**config.mk**
```make
export PLATFORM = sky130hd
export DESIGN_NAME = ppp_port
export DESIGN_NICKNAME = d
export VERILOG_FILES = /design/src/pkg/ppp_pkg.sv /design/src/core/ppp_port.sv
export SDC_FILE = /design/constraint.sdc
export NUM_CORES = 1
export LEC_CHECK = 0
export BUFFER_PORTS_ARGS = -buffer_cell sky130_fd_sc_hd__clkbuf_2
export CAP_MARGIN = 20
export CORE_AREA = 2 2 118 63
export DETAILED_ROUTE_END_ITERATION = 7
export DIE_AREA = 0 0 120 65
export PLACE_DENSITY = 0.84
export SKIP_LAST_GASP = 1
export SLEW_MARGIN = 10
export SYNTH_ARGS = -nofsm -noshare
export SYNTH_HDL_FRONTEND = slang
export SYNTH_SLANG_ARGS = --single-unit
export TNS_END_PERCENT = 100
```
**constraint.sdc**
```tcl
create_clock -name I_REF_CLK -period 6.8 [get_ports I_REF_CLK]
set_input_delay 1.36 -clock I_REF_CLK [delete_from_list [all_inputs] [get_ports I_REF_CLK]]
set_output_delay 1.36 -clock I_REF_CLK [all_outputs]
set_load 0.05 [all_outputs]
```
**src/pkg/ppp_pkg.sv**
```systemverilog
package ppp_pkg;
    // Register byte addresses on the AHB-Lite slave.
    localparam logic [7:0] ADDR_DATA = 8'h00;
    localparam logic [7:0] ADDR_STATUS = 8'h04;
    localparam logic [7:0] ADDR_CONTROL = 8'h08;
    localparam logic [7:0] ADDR_MODE = 8'h0C;
    localparam logic [7:0] ADDR_IRQ_STAT = 8'h10;
    localparam logic [7:0] ADDR_IRQ_CLR = 8'h14;
    localparam logic [7:0] ADDR_IRQ_EN = 8'h18;
    localparam int ADDR_W = 8;
    // Printer control register fields.
    localparam int CTL_STROBE = 0;
    localparam int CTL_AUTOFD = 1;
    localparam int CTL_INIT = 2;
    localparam int CTL_SELECT = 3;
    localparam int CTL_DIR = 5;
    // Printer status register fields.
    localparam int STS_FAULT = 3;
    localparam int STS_ONLINE = 4;
    localparam int STS_PAPER = 5;
    localparam int STS_ACK = 6;
    localparam int STS_BUSY = 7;
    // Mode register fields.
    localparam int MODE_FLOPPY = 0;
    localparam int MODE_SEL_LO = 1;
    localparam int MODE_SEL_W = 2;
    // Interrupt event bits.
    localparam int EV_ACK = 0;
    localparam int EV_FAULT = 1;
    localparam int EV_PAPER = 2;
    localparam int EV_W = 3;
    // Reset values.
    localparam logic [7:0] CTL_RESET = 8'h04;
    localparam logic [7:0] DATA_RESET = 8'h00;
    localparam logic [2:0] MODE_RESET = 3'h0;
    // Port operating modes.
    localparam logic [1:0] PM_STANDARD = 2'h0;
    localparam logic [1:0] PM_EPP = 2'h1;
    localparam logic [1:0] PM_ECP = 2'h2;
    // AHB-Lite encodings.
    localparam logic [1:0] HTRANS_NONSEQ = 2'h2;
    localparam logic [1:0] HTRANS_SEQ = 2'h3;
    localparam logic [31:0] WORD_ZERO = 32'h00000000;
endpackage

```
**src/core/ppp_port.sv**
```systemverilog
// The register addresses and the AHB-Lite register port are this design's own decisions.
`timescale 1ns/100ps
////////////////////////////////////////////////////////////////////////////////
// Functional notes
// - Select out is inverse of control bit 3
// - Initialise out follows control bit 2 directly
// - Auto line feed is inverse of bit 1
// - Data latch pulse is inverse of bit 0
// - Status bit 7 is inverted busy input
// - Status bit 6 reads acknowledge input directly
// - Status bit 5 reads paper-out input directly
// - Status bit 4 reads online input directly
// - Status bit 3 reads fault input directly
// - Port yields pins when floppy routed there
// - Pins take other roles in ECP/EPP
module ppp_port (
    input wire logic I_REF_CLK, // 125 MHz clock.
    input wire logic I_RST, // Asynchronous reset, active high.
    input wire logic I_CE, // Clock enable; state frozen while low.
    input wire logic I_HSEL, // AHB-Lite slave select.
    input wire logic [31:0] I_HADDR, // AHB-Lite address.
    input wire logic [1:0] I_HTRANS, // AHB-Lite transfer type.
    input wire logic I_HWRITE, // AHB-Lite write flag.
    input wire logic [2:0] I_HSIZE, // AHB-Lite transfer size.
    input wire logic [31:0] I_HWDATA, // AHB-Lite write data.
    input wire logic I_HREADY, // AHB-Lite bus ready.
    output logic [31:0] O_HRDATA, // AHB-Lite read data.
    output logic O_HREADYOUT, // Slave ready, always high.
    output logic O_HRESP, // Always OKAY.
    output logic O_IRQ, // Level interrupt.
    output logic O_PRINTER_SELECT_OUT_N, // Select output pin value.
    output logic O_PRINTER_SELECT_OUT_OE, // Select output enable.
    output logic O_PRINTER_INITIALISE_N, // Initialise output pin value.
    output logic O_PRINTER_INITIALISE_OE, // Initialise output enable.
    output logic O_AUTO_LINE_FEED_N, // Line feed output pin value.
    output logic O_AUTO_LINE_FEED_OE, // Line feed output enable.
    output logic O_DATA_LATCH_PULSE_N, // Strobe output pin value.
    output logic O_DATA_LATCH_PULSE_OE, // Strobe output enable.
    input wire logic I_PRINTER_BUSY, // Busy input pin.
    input wire logic I_PRINTER_ACKNOWLEDGE_N, // Acknowledge input pin.
    input wire logic I_PAPER_OUT, // Paper-out input pin.
    input wire logic I_PRINTER_ONLINE, // Online input pin.
    input wire logic I_PRINTER_FAULT_N, // Fault input pin.
    input wire logic [7:0] I_PORT_DATA, // Port data pins, input side.
    output logic [7:0] O_PORT_DATA, // Port data pins, output side.
    output logic O_PORT_DATA_OE, // Port data output enable.
    output logic O_FLOPPY_ROUTED, // Pins handed to the floppy function.
    output logic [1:0] O_PORT_MODE // Selected port mode for ECP/EPP logic.
);
    ////////////////////////////////////////////////////////////////////////////
    // Number of printer status pins brought in through the synchroniser.
    localparam int NPIN = 5;
    // Slot of each status pin in the synchroniser vectors.
    localparam int SYN_FAULT = 0;
    localparam int SYN_ONLINE = 1;
    localparam int SYN_PAPER = 2;
    localparam int SYN_ACK = 3;
    localparam int SYN_BUSY = 4;

    // Two synchroniser stages for the status pins.
    logic [NPIN-1:0] sync1_q;
    logic [NPIN-1:0] sync1_d;
    logic [NPIN-1:0] sync2_q;
    logic [NPIN-1:0] sync2_d;
    // Two synchroniser stages for the port data pins.
    logic [7:0] pd1_q;
    logic [7:0] pd1_d;
    logic [7:0] pd2_q;
    logic [7:0] pd2_d;
    // Printer control byte and output data latch.
    logic [7:0] ctl_q;
    logic [7:0] ctl_d;
    logic [7:0] dat_q;
    logic [7:0] dat_d;
    // Floppy routing flag and port mode select.
    logic [2:0] mode_q;
    logic [2:0] mode_d;
    // Sticky interrupt status and its enable mask.
    logic [ppp_pkg::EV_W-1:0] ist_q;
    logic [ppp_pkg::EV_W-1:0] ist_d;
    logic [ppp_pkg::EV_W-1:0] ien_q;
    logic [ppp_pkg::EV_W-1:0] ien_d;
    // Synchronised pins one cycle older, for edge detection.
    logic [NPIN-1:0] prev_q;
    logic [NPIN-1:0] prev_d;
    // Registered read data for the data phase.
    logic [31:0] rdata_q;
    logic [31:0] rdata_d;
    // Write pending in the data phase and the address it targets.
    logic wr_q;
    logic wr_d;
    logic [ppp_pkg::ADDR_W-1:0] adr_q;
    logic [ppp_pkg::ADDR_W-1:0] adr_d;
    // Status byte as software reads it.
    logic [7:0] status;
    // Pin ownership and bus decode helpers.
    logic floppy;
    logic std_mode;
    logic pins_owned;
    logic addr_ok;
    logic wr_ev;
    // Event strobes and clear requests, one bit per interrupt source.
    logic [ppp_pkg::EV_W-1:0] ev;
    logic [ppp_pkg::EV_W-1:0] clr;

    // True for a taken NONSEQ or SEQ transfer of any size.
    // SEQ is accepted as well, though single NONSEQ transfers are the
    // expected use; the size field is not checked.
    function automatic logic bus_take(input logic sel, input logic [1:0] tr, input logic rdy);
        bus_take = sel && rdy && (tr == ppp_pkg::HTRANS_NONSEQ || tr == ppp_pkg::HTRANS_SEQ);
    endfunction

    ////////////////////////////////////////////////////////////////////////////
    // Pin inputs cross from outside through two flops before any logic reads them.
    // Reset drives every stage low, which the edge detectors below allow for.
    always_comb
    begin
        sync1_d = {I_PRINTER_BUSY, I_PRINTER_ACKNOWLEDGE_N, I_PAPER_OUT, I_PRINTER_ONLINE, I_PRINTER_FAULT_N};
        sync2_d = sync1_q;
        pd1_d = I_PORT_DATA;
        pd2_d = pd1_q;
        prev_d = sync2_q;
    end

    // Synchroniser, edge history and data pin flops; frozen while the enable is low.
    always_ff @(posedge I_REF_CLK or posedge I_RST)
    begin
        if (I_RST)
        begin
            // Nothing from the pins is trusted until two enabled edges have passed.
            sync1_q <= '0;
            sync2_q <= '0;
            pd1_q <= '0;
            pd2_q <= '0;
            prev_q <= '0;
        end
        else if (I_CE)
        begin
            sync1_q <= sync1_d;
            sync2_q <= sync2_d;
            pd1_q <= pd1_d;
            pd2_q <= pd2_d;
            prev_q <= prev_d;
        end
    end

    ////////////////////////////////////////////////////////////////////////////
    // Status byte assembled from synchronised pins; low bits read as zero.
    // The read shows the pins two edges late; a pulse shorter than a clock
    // may be missed, so acknowledge is best watched through its interrupt.
    always_comb
    begin
        status = 8'h00;
        status[ppp_pkg::STS_BUSY] = ~sync2_q[SYN_BUSY];
        status[ppp_pkg::STS_ACK] = sync2_q[SYN_ACK];
        status[ppp_pkg::STS_PAPER] = sync2_q[SYN_PAPER];
        status[ppp_pkg::STS_ONLINE] = sync2_q[SYN_ONLINE];
        status[ppp_pkg::STS_FAULT] = sync2_q[SYN_FAULT];
    end

    // Events: acknowledge falling edge, fault falling edge, paper-out rising edge.
    // The history flops reset low; both falling-edge inputs idle high, so the
    // first cycles after reset show only rising edges there and raise nothing.
    // A paper-out pin already high at reset does raise one event, which
    // software clears on start-up.
    always_comb
    begin
        ev[ppp_pkg::EV_ACK] = prev_q[SYN_ACK] & ~sync2_q[SYN_ACK];
        ev[ppp_pkg::EV_FAULT] = prev_q[SYN_FAULT] & ~sync2_q[SYN_FAULT];
        ev[ppp_pkg::EV_PAPER] = ~prev_q[SYN_PAPER] & sync2_q[SYN_PAPER];
    end

    ////////////////////////////////////////////////////////////////////////////
    // Bus slave: address phase captured, write applied in the data phase.
    // Zero wait states, so hreadyout stays high and the response is OKAY.
    // A write is remembered at the end of its address phase and lands at the
    // edge that closes its data phase, when hwdata is on the bus.
    // A read is decoded in its address phase and registered, so hrdata stands
    // for exactly the data phase and falls back to zero afterwards.
    // Register map, in byte addresses: data latch or data pins read back,
    // status, control, mode, interrupt status, interrupt clear and enable.
    // Unmapped reads return zero and unmapped writes are dropped.
    assign addr_ok = bus_take(I_HSEL, I_HTRANS, I_HREADY);
    assign wr_ev = wr_q;

    always_comb
    begin
        wr_d = addr_ok && I_HWRITE;
        adr_d = addr_ok ? I_HADDR[ppp_pkg::ADDR_W-1:0] : adr_q;
        ctl_d = ctl_q;
        dat_d = dat_q;
        mode_d = mode_q;
        ien_d = ien_q;
        clr = '0;
        // Writes to the read-only registers fall to the default and are dropped.
        if (wr_ev)
        begin
            case (adr_q)
                ppp_pkg::ADDR_DATA: dat_d = I_HWDATA[7:0];
                ppp_pkg::ADDR_CONTROL: ctl_d = I_HWDATA[7:0];
                ppp_pkg::ADDR_MODE: mode_d = I_HWDATA[2:0];
                ppp_pkg::ADDR_IRQ_CLR: clr = I_HWDATA[ppp_pkg::EV_W-1:0];
                ppp_pkg::ADDR_IRQ_EN: ien_d = I_HWDATA[ppp_pkg::EV_W-1:0];
                default: clr = '0;
            endcase
        end
        // A new event beats a clear in the same cycle.
        ist_d = (ist_q & ~clr) | ev;
        // Unused high bits of every register read as zero.
        rdata_d = ppp_pkg::WORD_ZERO;
        if (addr_ok && !I_HWRITE)
        begin
            case (I_HADDR[ppp_pkg::ADDR_W-1:0])
                ppp_pkg::ADDR_DATA: rdata_d[7:0] = ctl_q[ppp_pkg::CTL_DIR] ? pd2_q : dat_q;
                ppp_pkg::ADDR_STATUS: rdata_d[7:0] = status;
                ppp_pkg::ADDR_CONTROL: rdata_d[7:0] = ctl_q;
                ppp_pkg::ADDR_MODE: rdata_d[2:0] = mode_q;
                ppp_pkg::ADDR_IRQ_STAT: rdata_d[ppp_pkg::EV_W-1:0] = ist_q;
                ppp_pkg::ADDR_IRQ_EN: rdata_d[ppp_pkg::EV_W-1:0] = ien_q;
                default: rdata_d = ppp_pkg::WORD_ZERO;
            endcase
        end
    end

    // Bus and register flops; a transfer taken while the enable is low is lost.
    always_ff @(posedge I_REF_CLK or posedge I_RST)
    begin
        if (I_RST)
        begin
            // Control resets with initialise high, so the printer is not held in reset.
            wr_q <= 1'b0;
            adr_q <= '0;
            ctl_q <= ppp_pkg::CTL_RESET;
            dat_q <= ppp_pkg::DATA_RESET;
            mode_q <= ppp_pkg::MODE_RESET;
            ien_q <= '0;
            ist_q <= '0;
            rdata_q <= ppp_pkg::WORD_ZERO;
        end
        else if (I_CE)
        begin
            wr_q <= wr_d;
            adr_q <= adr_d;
            ctl_q <= ctl_d;
            dat_q <= dat_d;
            mode_q <= mode_d;
            ien_q <= ien_d;
            ist_q <= ist_d;
            rdata_q <= rdata_d;
        end
    end

    // Bus response: the slave never stalls and never signals an error.
    assign O_HRDATA = rdata_q;
    assign O_HREADYOUT = 1'b1;
    assign O_HRESP = 1'b0;
    // Level interrupt; it falls as soon as software clears or masks the bit.
    assign O_IRQ = |(ist_q & ien_q);

    ////////////////////////////////////////////////////////////////////////////
    // Pin drive. Control outputs are plain register decodes so the printer
    // sees a change one cycle after the write; the strobe width is software's.
    // Nothing here times the strobe against the data, so software must set the
    // data latch first and hold the strobe long enough for the printer.
    // Mode bit 0 routes the floppy function; the two bits above pick the mode.
    assign floppy = mode_q[ppp_pkg::MODE_FLOPPY];
    assign O_PORT_MODE = mode_q[ppp_pkg::MODE_SEL_LO +: ppp_pkg::MODE_SEL_W];
    assign std_mode = (O_PORT_MODE == ppp_pkg::PM_STANDARD);
    assign O_FLOPPY_ROUTED = floppy;

    // The printer control pins belong to this logic only in standard mode without floppy routing.
    assign pins_owned = ~floppy & std_mode;

    // In ECP/EPP the mode-specific logic owns the control pins, so release them.
    always_comb
    begin
        O_PRINTER_SELECT_OUT_N = ~ctl_q[ppp_pkg::CTL_SELECT];
        O_PRINTER_INITIALISE_N = ctl_q[ppp_pkg::CTL_INIT];
        O_AUTO_LINE_FEED_N = ~ctl_q[ppp_pkg::CTL_AUTOFD];
        O_DATA_LATCH_PULSE_N = ~ctl_q[ppp_pkg::CTL_STROBE];
        O_PRINTER_SELECT_OUT_OE = pins_owned;
        O_PRINTER_INITIALISE_OE = pins_owned;
        O_AUTO_LINE_FEED_OE = pins_owned;
        O_DATA_LATCH_PULSE_OE = pins_owned;
        // Direction bit set turns the data pins to inputs for the far side.
        O_PORT_DATA = dat_q;
        O_PORT_DATA_OE = ~floppy & ~ctl_q[ppp_pkg::CTL_DIR];
    end
endmodule

```
==> results.yml <==
placement:
  numPortBuffers: 64
  dp.cells: 420
  place_hpwl_um: 5200
  gp_congestion: 0.890
yosys:
  synth_top_area_share: 0.521
  synthFlopType: "dfrtp_1"
  synthCells: 275
  ys_warn_count: 0
  synth.area.mux_share: 0.227
  synth_adder_area_share: 0
  yosysTopAreaCell: "dfrtp_1"
  synth-simple-area-share: 0.0878
  ys_seq_elements: 71
  synth_cell_types: 39
  yosysSeqAreaShare: 0.529
  synth_top_family_by_area: "multiplexers"
  async_flop_share: 1.00
  yosys-top-cells-area: "dfrtp_1 52%, mux2_2 13%, buf_4 6.5%"
  syn_area_um2: 3360
  avgSynthCellArea_um2: 12.2
  synth-xor-area-share: 0
  synth_edf_count: 0
  synth-compound-area-share: 0.0640
global_route:
  grt_max_degree: 72
  first_global_vias: 2219
  antenna_found_initial: 0
  grt.total_usage: 0.204
  grt_overflow_total: 0
  grt_pass1_wl_um: 11700
timing:
  clock_skew_ps: 4.08
  final_hold_viol_count: 0
  slew_viol_final: 0
  layout_min_cycle_time_ps: 3770
  fmax_mhz: 265
  period_share: 0.555
  fin_setup_tns_ps: 0
  max_slew.worst_pin.slew_ps: 910
  finalSetupViolCount: 0
  slew_headroom: 0.393
  rsz0062_at_grt: "false"
  timing.hold.ws_ps: 468
cts:
  cts_resized: 0
  clk_path_buf_depth: 2
  worstSkewPairLatency_ps: 330
  cts.hold.buffers_added: 0
  cts_tree: "done"
  h-tree-depth: 3
  cts-root-buf: "clkbuf_16"
  clkSinkCount: 71
  clk_pin_slew_ps: 50
  cts_made_buffers: 9
  cts_setup_buffers: 0
layout:
  area_growth_pct: 16.9
  final-instance-count-excl-fill: 436
  fin_nets: 423
  finish.utilization: 0.569
  drive_above_1_share: 0.385
  antennaDiodeCount: 0
floorplanning:
  pin_count: 143
  die_w_um: 120
  floorplan.die.height_um: 65
  start_util: 0.487
  die_area_um2: 7800
  rows: 22
  core_um2: 6910
power:
  clock_power_share: 0.411
  internal-power_uw: 810
  power_density_nw_per_um2: 282
  pwr-share-comb: 0.144
  pwr-share-seq: 0.445
  p_sw_frac: 0.271
  leakagePower_nw: 1.87
  total_power_mw: 1.11
  ir_drop_uv: 193
  power_switching_uw: 301
flow_run:
  max_cap_viol_count: 0
setup_path:
  reg2regPathDepth: 4
  crit_slowest_cell: "or4_4"
  cp.required_ps: 7050
  max_stage_delay_ps: 750
  crit_arrival_ps: 4020
  critical_path.top_delay_family: "simple AND/OR/NAND/NOR gates"
  crit_chain: "clkbuf_2, nand4_1, or4_4, or3_4, o21ai_1"
  worst_setup_path_end_kind: "flip-flop"
  crit_type: "in2reg"
  cp.depth: 5
  crit_buf_inv: 1
  crit_fanout: 39
  start_kind: "input port"
worst_hold_path:
  hold_class: "reg2reg"
  holdPathStages: 1
drt:
  num_vias: 2180
  drt_iter0_markers: 142
  drc_errors: 0
  wl_per_cell_um: 16.4
  first_pass_iters: 4
  ant_nets: 0
  viasPerCell: 5.00
  drt-total-wl_um: 7130
run_status:
  run_status: "finished clean"
[final timing paths]
check / to / startpoint / slack [ps]
max in group asynchronous: prev_d[0] / I_RST / 4970
worst max-delay path: O_HRDATA[4] / I_CE / 3030
worst max register to register: O_PORT_DATA[0] / adr_q[5] / 4700
worst min register to register: ist_q[2] / prev_q[2] / 470
min in group asynchronous: O_HRDATA[4] / I_RST / 1280
worst min-delay path: ist_q[2] / prev_q[2] / 470
[flip-flops by register name, summed over array words and instances, names as in the netlist]
| signal | count |
|---|---|
| O_HRDATA | 8 |
| O_PORT_DATA | 8 |
| adr_q | 8 |
| ctl_q | 8 |
| pd1_q | 8 |
| pd2_q | 8 |
| prev_d | 5 |
| sync1_q | 5 |
| ien_q | 3 |
| ist_q | 3 |
| mode_q | 3 |
| prev_q | 3 |
| wr_ev | 1 |
[metal layers]
layer / up-vias / global-route usage / share of wire
met1: 1064 / 0.310 / 0.51
met3: 5 / 0.0713 / 0.070
met5: - / 0 / 0
li1: 1035 / - / -
met4: 0 / 0.0588 / 0.0043
met2: 76 / 0.271 / 0.41
[per-stage QoR]
stage,setup slack [ps],cell area (µm²)
after CTS,3040,3930
after global routing,2870,3930
after floorplan,3170,3450
after global placement,2750,3640
after detailed placement,2690,3640
final,3030,3930
[logic make-up (layout without fill, tap and decap cells)]
| group | count (synthesis) | after routing |
|---|---|---|
| multiplexers | 68 | 68 |
| AND/OR/NAND/NOR | 47 | 47 |
| buffers and inverters | 51 | 92 |
| flip-flops | 71 | 71 |
| other | 2 | 26 |
| AO/OA/AOI/OAI | 36 | 36 |
[power groups by stage]
stage               Sequential (mW)  Clock (mW)  Combinational (mW)
floorplan                     0.505           0               0.125
global placement              0.497           0               0.155
detailed placement            0.501           0               0.160
CTS                           0.494       0.468               0.161
global route                  0.499       0.490               0.174
finish                        0.494       0.457               0.159
[area by class of cell]
class                   count  area, µm²
multi-input cells         177       1370
well taps                  96        120
flip-flops and latches     71       1780
inverters                  11       41.3
repair buffers             65        328
clock inverters             4       45.0
fillers                   601       2980
clock buffers              12        246
[synthesized netlist by cell type, types with 4 or more instances]
| cell | count |
|---|---|
| inv_1 | 10 |
| o21ai_1 | 13 |
| nand2_1 | 12 |
| nand3b_1 | 4 |
| nor2b_1 | 5 |
| a21oi_1 | 7 |
| clkbuf_1 | 8 |
| dfrtp_1 | 70 |
| buf_4 | 29 |
| o2bb2ai_1 | 4 |
| mux2i_1 | 10 |
| nor2_1 | 6 |
| mux2_2 | 39 |
| o21ai_0 | 5 |
| mux2_1 | 16 |
[cells in the final DEF, fill, tap and decap left out, drive strengths merged, types with 2 or more instances in the layout]
master	Yosys	final
clkbuf	8	76
dfrtp	70	70
mux2	58	58
conb	2	26
o21ai	18	18
nand2	12	12
mux2i	10	10
inv	10	10
a21oi	7	7
nor2	6	6
nor2b	5	5
nand3b	5	5
o2bb2ai	4	4
nor3	4	4
clkinv	1	4
a22oi	3	3
nor3b	3	3
nand4	2	2
or4	2	2
or3	2	2
No activity file was read; power rests on OpenSTA's default activity.
